## src/hdl/sync_serial_irq_defs.vh

```
// constants for the serial port interrupt and receive timeout logic
`ifndef SYNC_SERIAL_IRQ_DEFS_VH
`define SYNC_SERIAL_IRQ_DEFS_VH
`define ADDR_W            8
`define OFF_STATUS_CLEAR  8'h14
`define OFF_RX_TIMEOUT    8'h18
`define RX_TIMEOUT_RESET  16'h0000
`define BIT_OVERRUN       2
`define BIT_TX_SERVICE    1
`define BIT_RX_SERVICE    0
`define BIT_RX_TIMEOUT    3
`define RX_SERVICE_LEVEL  4
`define TX_SERVICE_LEVEL  4
`endif

```

## src/hdl/sync_serial_irq_timeout.v

```verilog
// interrupt generation and receive timeout for the synchronous serial port
//
// Local design decision: the plain strobed port.
`timescale 1ns/1ps
`include "sync_serial_irq_defs.vh"
module sync_serial_irq_timeout #(
  parameter LEVEL_W = 5
) (
  // clock and reset
  input  wire               clk_i,
  input  wire               reset_n_i,
  // register port
  input  wire [7:0]         addr_i,
  input  wire [31:0]        wdata_i,
  input  wire               wr_i,
  input  wire               rd_i,
  output reg  [31:0]        rdata_o,
  // state from the rest of the port
  input  wire [LEVEL_W-1:0] rx_level_i,
  input  wire [LEVEL_W-1:0] tx_level_i,
  input  wire               rx_full_i,
  input  wire               rx_frame_i,
  input  wire               port_enable_i,
  input  wire               rx_irq_enable_i,
  input  wire               tx_irq_enable_i,
  input  wire               overrun_irq_enable_i,
  // interrupts
  output reg                rx_service_irq_o,
  output reg                tx_service_irq_o,
  output reg                rx_overrun_irq_o,
  output reg                rx_timeout_irq_o,
  output reg                combined_port_irq_o
);

  reg  [15:0] rx_timeout_count_reg;
  reg  [15:0] wait_cnt_reg;
  reg  [15:0] wait_cnt_next;
  reg         waiting_reg;
  reg         waiting_next;
  reg         rx_raw_reg;
  reg         tx_raw_reg;
  reg         overrun_raw_reg;
  reg         overrun_raw_next;
  reg         timeout_reg;
  reg         timeout_next;
  reg  [31:0] rdata_next;

  wire wr_timeout = wr_i & (addr_i == `OFF_RX_TIMEOUT);
  wire wr_clear   = wr_i & (addr_i == `OFF_STATUS_CLEAR);
  wire rx_raw     = (rx_level_i >= `RX_SERVICE_LEVEL);
  // a disabled port keeps the transmit request raised so software can pre-fill
  wire tx_raw     = ~port_enable_i | (tx_level_i <= `TX_SERVICE_LEVEL);
  wire rx_en      = rx_raw & rx_irq_enable_i;
  wire tx_en      = tx_raw & tx_irq_enable_i;
  wire ovr_en     = overrun_raw_reg & overrun_irq_enable_i;
  wire rx_fell    = rx_raw_reg & ~rx_raw;

  always @* begin
    // overrun: set wins over any clear in the same cycle
    overrun_raw_next = overrun_raw_reg;
    if (wr_clear | wr_timeout | ~overrun_irq_enable_i) begin
      overrun_raw_next = 1'b0;
    end
    if (rx_frame_i & rx_full_i & overrun_irq_enable_i) begin
      overrun_raw_next = 1'b1;
    end
  end

  always @* begin
    waiting_next  = waiting_reg;
    wait_cnt_next = wait_cnt_reg;
    timeout_next  = timeout_reg;
    if (wr_timeout) begin
      timeout_next = 1'b0;
    end
    if (rx_raw) begin
      waiting_next = 1'b0;
    end else if (rx_fell) begin
      waiting_next  = 1'b1;
      wait_cnt_next = 16'h0001;
    end else if (waiting_reg) begin
      if (rx_timeout_count_reg == `RX_TIMEOUT_RESET) begin
        waiting_next = 1'b0;
      end else if (wait_cnt_reg >= rx_timeout_count_reg) begin
        waiting_next = 1'b0;
        timeout_next = 1'b1;
      end else begin
        wait_cnt_next = wait_cnt_reg + 16'h0001;
      end
    end
  end

  always @* begin
    rdata_next = 32'h0000_0000;
    case (addr_i)
      `OFF_STATUS_CLEAR: begin
        rdata_next[`BIT_RX_SERVICE] = rx_raw_reg;
        // both service bits show the unmasked request with the same one-cycle lag
        rdata_next[`BIT_TX_SERVICE] = tx_raw_reg;
        rdata_next[`BIT_OVERRUN]    = overrun_raw_reg;
        rdata_next[`BIT_RX_TIMEOUT] = timeout_reg;
      end
      `OFF_RX_TIMEOUT: begin
        rdata_next[15:0] = rx_timeout_count_reg;
      end
      default: begin
        rdata_next = 32'h0000_0000;
      end
    endcase
  end

  always @(posedge clk_i) begin
    if (!reset_n_i) begin
      rx_timeout_count_reg <= `RX_TIMEOUT_RESET;
      wait_cnt_reg         <= 16'h0000;
      waiting_reg          <= 1'b0;
      rx_raw_reg           <= 1'b0;
      tx_raw_reg           <= 1'b0;
      overrun_raw_reg      <= 1'b0;
      timeout_reg          <= 1'b0;
      rdata_o              <= 32'h0000_0000;
      rx_service_irq_o     <= 1'b0;
      tx_service_irq_o     <= 1'b0;
      rx_overrun_irq_o     <= 1'b0;
      rx_timeout_irq_o     <= 1'b0;
      combined_port_irq_o  <= 1'b0;
    end else begin
      if (wr_timeout) begin
        rx_timeout_count_reg <= wdata_i[15:0];
      end
      wait_cnt_reg        <= wait_cnt_next;
      waiting_reg         <= waiting_next;
      rx_raw_reg          <= rx_raw;
      tx_raw_reg          <= tx_raw;
      overrun_raw_reg     <= overrun_raw_next;
      timeout_reg         <= timeout_next;
      rdata_o             <= rd_i ? rdata_next : 32'h0000_0000;
      rx_service_irq_o    <= rx_en;
      tx_service_irq_o    <= tx_en;
      rx_overrun_irq_o    <= overrun_raw_next & overrun_irq_enable_i;
      rx_timeout_irq_o    <= timeout_next;
      combined_port_irq_o <= rx_en | tx_en | (overrun_raw_next & overrun_irq_enable_i) | timeout_next;
    end
  end

endmodule // sync_serial_irq_timeout

```

## config.mk

```make
export PLATFORM = sky130hd
export DESIGN_NAME = sync_serial_irq_timeout
export DESIGN_NICKNAME = d
export VERILOG_FILES = /design/src/hdl/sync_serial_irq_timeout.v
export VERILOG_INCLUDE_DIRS = /design/src /design/src/hdl
export SDC_FILE = /design/constraint.sdc
export NUM_CORES = 1
export LEC_CHECK = 0
export BUFFER_PORTS_ARGS = -buffer_cell sky130_fd_sc_hd__buf_2
export CORE_ASPECT_RATIO = 1.4
export CORE_MARGIN = 1.5
export CORE_UTILIZATION = 50
export CTS_CLUSTER_DIAMETER = 80
export DETAILED_ROUTE_END_ITERATION = 10
export GPL_ROUTABILITY_DRIVEN = 0
export GPL_TIMING_DRIVEN = 0
export PLACE_DENSITY = 0.89
export SKIP_CTS_REPAIR_TIMING = 1
export SLEW_MARGIN = 15
export SYNTH_ARGS = -nofsm -noshare
export SYNTH_HDL_FRONTEND = slang
export SYNTH_SLANG_ARGS = --single-unit
```

## constraint.sdc

```tcl
create_clock -name clk_i -period 7.8 [get_ports clk_i]
set_input_delay 1.56 -clock clk_i [delete_from_list [all_inputs] [get_ports clk_i]]
set_output_delay 1.56 -clock clk_i [all_outputs]
set_load 0.02 [all_outputs]
```

**After elaboration in Yosys (flattened, before gate mapping)**

Index checks and enable logic that the tools add are counted.

- Register bits after elaboration: 73
- Input port bits: 60
- Output and inout port bits: 37
- Word-level logic and storage cells: 63

- Add/subtract/negate cells: 1
- $lt $le $gt $ge: 3
- Eq/ne operators: 4
- Multiplexer cells: 17
- Bitwise logic cells: 18
- Reduce and logical (&&, ||, !) cells: 6

Operator list:

| operator | number |
|---|---|
| 16-bit two-way mux | 4 |
| 16-bit by 1-bit adder with 16-bit output, second input constant | 1 |
| 8-bit by 5-bit equality test with 1-bit output, second input constant | 2 |
| 16-bit >= comparator | 1 |
| 16-bit logical NOT | 1 |
| 1-bit two-way mux | 12 |
| 1-bit bitwise AND | 8 |
| 4-bit case mux with 2 select lines | 1 |
| 1-bit OR | 6 |
| 5-bit by 3-bit >= comparator with 1-bit output, second input constant | 1 |
| 5-bit by 3-bit <= comparator with 1-bit output, second input constant | 1 |
| 2-bit != test, second input constant | 2 |
| 1-bit inverter | 4 |
| 4-bit AND reduction | 1 |
| 3-bit AND reduction | 1 |
| 2-bit AND reduction | 1 |
| 2-bit nonzero test | 1 |
| 2-bit OR reduction | 1 |

**Logic depth before layout (Yosys ltp)**

- Depth after elaboration: 9
- Depth in mapped cells: 10
- Mapped depth without buffers: 8

**Worst setup path before layout**

Ideal clock, no wire load.

- Path kind: input -> register
- Start point: in rx_level_i[3]
- End point: reg wait_cnt_reg[15]
- Library setup time: 123 ps
- Data arrival time: 3408 ps
- Required time: 7677 ps
- Path slack: 4268 ps
- Stages on the path: 7
- Cell sequence: nor3_2 -> o211ai_1 -> or4_4 -> or3_4 -> buf_6 -> nor4_4 -> mux2_1

- Cells in the longest elaborated chain, start to end: 5
- Elaborated cells on any way between the ends: 8

RTL lines:

| what | RTL line | source |
|---|---|---|
| start, declared | sync_serial_irq_timeout.v:19 | `input wire [LEVEL_W-1:0] rx_level_i,` |
| 5-bit by 3-bit >= comparator with 1-bit output (no line) (*) | n/a |  |
| 1-bit inverter (no line) (*) | n/a |  |
| 1-bit bitwise AND | sync_serial_irq_timeout.v:56 | `wire rx_fell = rx_raw_reg & ~rx_raw;` |
| 2-bit != test (no line) / 2-bit nonzero test (equally long branches) | n/a |  |
| 4-bit AND reduction (no line) | n/a |  |
| end signal, assigned | sync_serial_irq_timeout.v:131 | `wait_cnt_reg <= wait_cnt_next;` |
| end, declared | sync_serial_irq_timeout.v:36 | `reg [15:0] wait_cnt_reg;` |

Mark *: on every way between the ends. The rest lies on a longest branch, timed or not.
A chain may end at the register's enable or synchronous reset.

**Worst setup path after layout**

Same ends and word-level chain as after synthesis.

==> flow_summary.toml <==
[logic_synthesis]
synth.largest_area_cell = "dfxtp_1"
synth-compound-area-share_pct = 10.7
synth_fa_ha_area_share_pct = 7.66
synth_ff_type = "dfxtp_1"
netlist_area_mm2 = 0.00278
yosysTopAreaCellShare_pct = 41.1
synth_top_family_by_area = "simple AND/OR/NAND/NOR gates"
ys_seq_area_share_pct = 41.1
ys_warn_count = 0
netlist_top_cells_area = "dfxtp_1 41%, ha_1 7.7%, mux2i_1 6.1%, buf_4 4.3%, nor2b_1 3.8%"
yosysUniqueCellTypes = 54
ys_seq_elements = 57
synth_edf_count = 0
yosys.area_share.simple_pct = 24.5
synthCells = 293
syn_avg_cell_area_um2 = 9.48
synth_xor_area_share_pct = 0.946
async_reset_ff_share_pct = 0
synthMuxAreaShare_pct = 6.53

[die]
die_w_um = 66.0
dieArea_mm2 = 0.00602
start_util_pct = 52.7
fp-row-count = 31
io_pins = 97
core_mm2 = 0.00528
die_h_um = 91.2

[grt]
grt_max_degree = 11
first_global_vias = 2427
grt_use_total_pct = 23.3
gr-total-overflow = 0
antenna_found_initial = 0
grt_first_pass_wirelength_um = 10700

[critical_path]
cp.arrival_ns = 3.73
crit_buf_inv = 2
required_ns = 8.03
crit_chain = "buf_2 > nor3_2 > o211ai_1 > or4_4 > or3_4 > buf_6 > nor4_4 > mux2_1"
cp_max_fo = 10
cp_top_family = "simple AND/OR/NAND/NOR gates"
cp_slowest_stage_delay_ns = 0.46
worst_path_max_delay_cell = "or4_4"
rr_startpoint = "rx_timeout_count_reg[13]"
worstSetupPathType = "in2reg"
worst_setup_path_start_kind = "input port"
cp-startpoint = "rx_level_i[3]"
critPathCaptureType = "flip-flop"

[sta]
grt_setup_unrepaired = "no"
worstMarginPinSlew_ns = 0.749
max_freq_ghz = 0.285
hold_viol = 0
final.period_utilization_pct = 44.9
finalClockSkew_ns = 0.00880
slew_violations = 0
fin_crit_ns = 3.50
setup-tns-final_ns = 0
setup_viol = 0
slew_headroom_pct = 50.1
holdWs_ns = 0.471

[final_layout]
drive_above_1_share_pct = 27.2
layout_commonest_cell = "buf_2"
diodes = 0
n_fill_cell = 402
nNetsFinal = 458
final_cell_mix = "63 x buf_2, 57 x dfxtp_1, 19 x inv_1"
syn_to_final_growth_pct = 23.2

[drt]
via_count = 2377
routed_wl_um = 6420
route.detailed.drc = 0
dr.pass1.iters = 4
avgRoutedWirePerCell_um = 14.2
antenna_violating_nets_post_route = 0
via_per_inst = 5.26
drt_iter0_markers = 168

[pwr]
ir_drop_mv = 0.0866
pwr_density_cell_mw_per_mm2 = 176
p_leak_nw = 1.58

[clock_network]
cts_root_buf = "clkbuf_8"
clk_pin_slew_ns = 0.06
cts-buffers-inserted = 9
clkLatencyLatePin_ns = 0.35
clock_sinks = 57
clockBufferDepth = 2
h-tree-depth = 3
cts_tree = "built"

[worst_hold_path]
min-delay-start = "tx_raw_reg"
hp-class = "reg2reg"

[placement]
dp_hpwl_um = 4820
portBuffers = 62

[run_status]
status = "complete, no violations"

[flow_run]
drv_cap = 0
-- logic make-up (layout without fill, tap and decap cells) --
logic type               count (synthesis)  in the layout
buffers and inverters                   44            122
multiplexers                            18             18
AND/OR/NAND/NOR                        107            107
XOR/XNOR                                 3              3
other                                    1             16
flip-flops                              57             57
AO/OA/AOI/OAI                           46             46
adder cells (fa/ha/maj)                 17             17
-- metrics by stage --
step / std cells / area [um^2] / worst slack, ns / util, % / power, mW
finish: 452 / 3420 / 4.30 / 64.9 / 0.603
global route: 452 / 3420 / 4.20 / 64.9 / 0.627
CTS: 452 / 3420 / 4.29 / 64.9 / 0.607
detailed placement: 436 / 3230 / 3.94 / 61.2 / 0.339
global placement: 436 / 3230 / 3.97 / 61.2 / 0.338
floorplan: 308 / 2830 / 4.27 / - / 0.324
-- cell type report --
type                       count  area [um^2]  area share, %
buffer                        25          163           4.75
clock buffer                  10          138           4.02
clock inverter                 6         57.6           1.68
inverter                      19         71.3           2.08
multi-input combinational    207         1460           42.6
sequential                    57         1140           33.3
tap                           66         82.6           2.41
timing repair buffer          62          310           9.07
-- where the power goes --
group	internal (mW)	switching (mW)	total, mW	leakage (nW)
sequential	0.294	0.00111	0.295	0.461
clock	0.154	0.117	0.270	0.102
combinational	0.0182	0.0200	0.0382	1.02
-- cells in the mapped netlist, drive strengths merged (6+ instances only) --
cell,n
buf,19
nor4,6
clkbuf,6
inv,19
nand2,17
a21oi,16
or3,7
nor2b,17
dfxtp,57
and2,16
ha,17
mux2i,17
nor2,9
o21ai,8
-- path summary, 6_finish.rpt --
check	to	slack (ns)	cells past startpoint
hold reg to reg	rdata_o[1]	0.47	1
setup / recovery	wait_cnt_reg[15]	4.30	8
setup reg to reg	wait_cnt_reg[15]	4.75	9
hold / removal	rdata_o[1]	0.47	1
-- layer usage --
layer  routed length [um]  part of all wire [%]  GRT usage, %
met1                 2410                    38          23.2
met5                    0                     0             0
met4                  264                   4.1          15.6
met2                 3440                    54          41.6
met3                  304                   4.7          4.96
(Power assumes the default switching activity.)
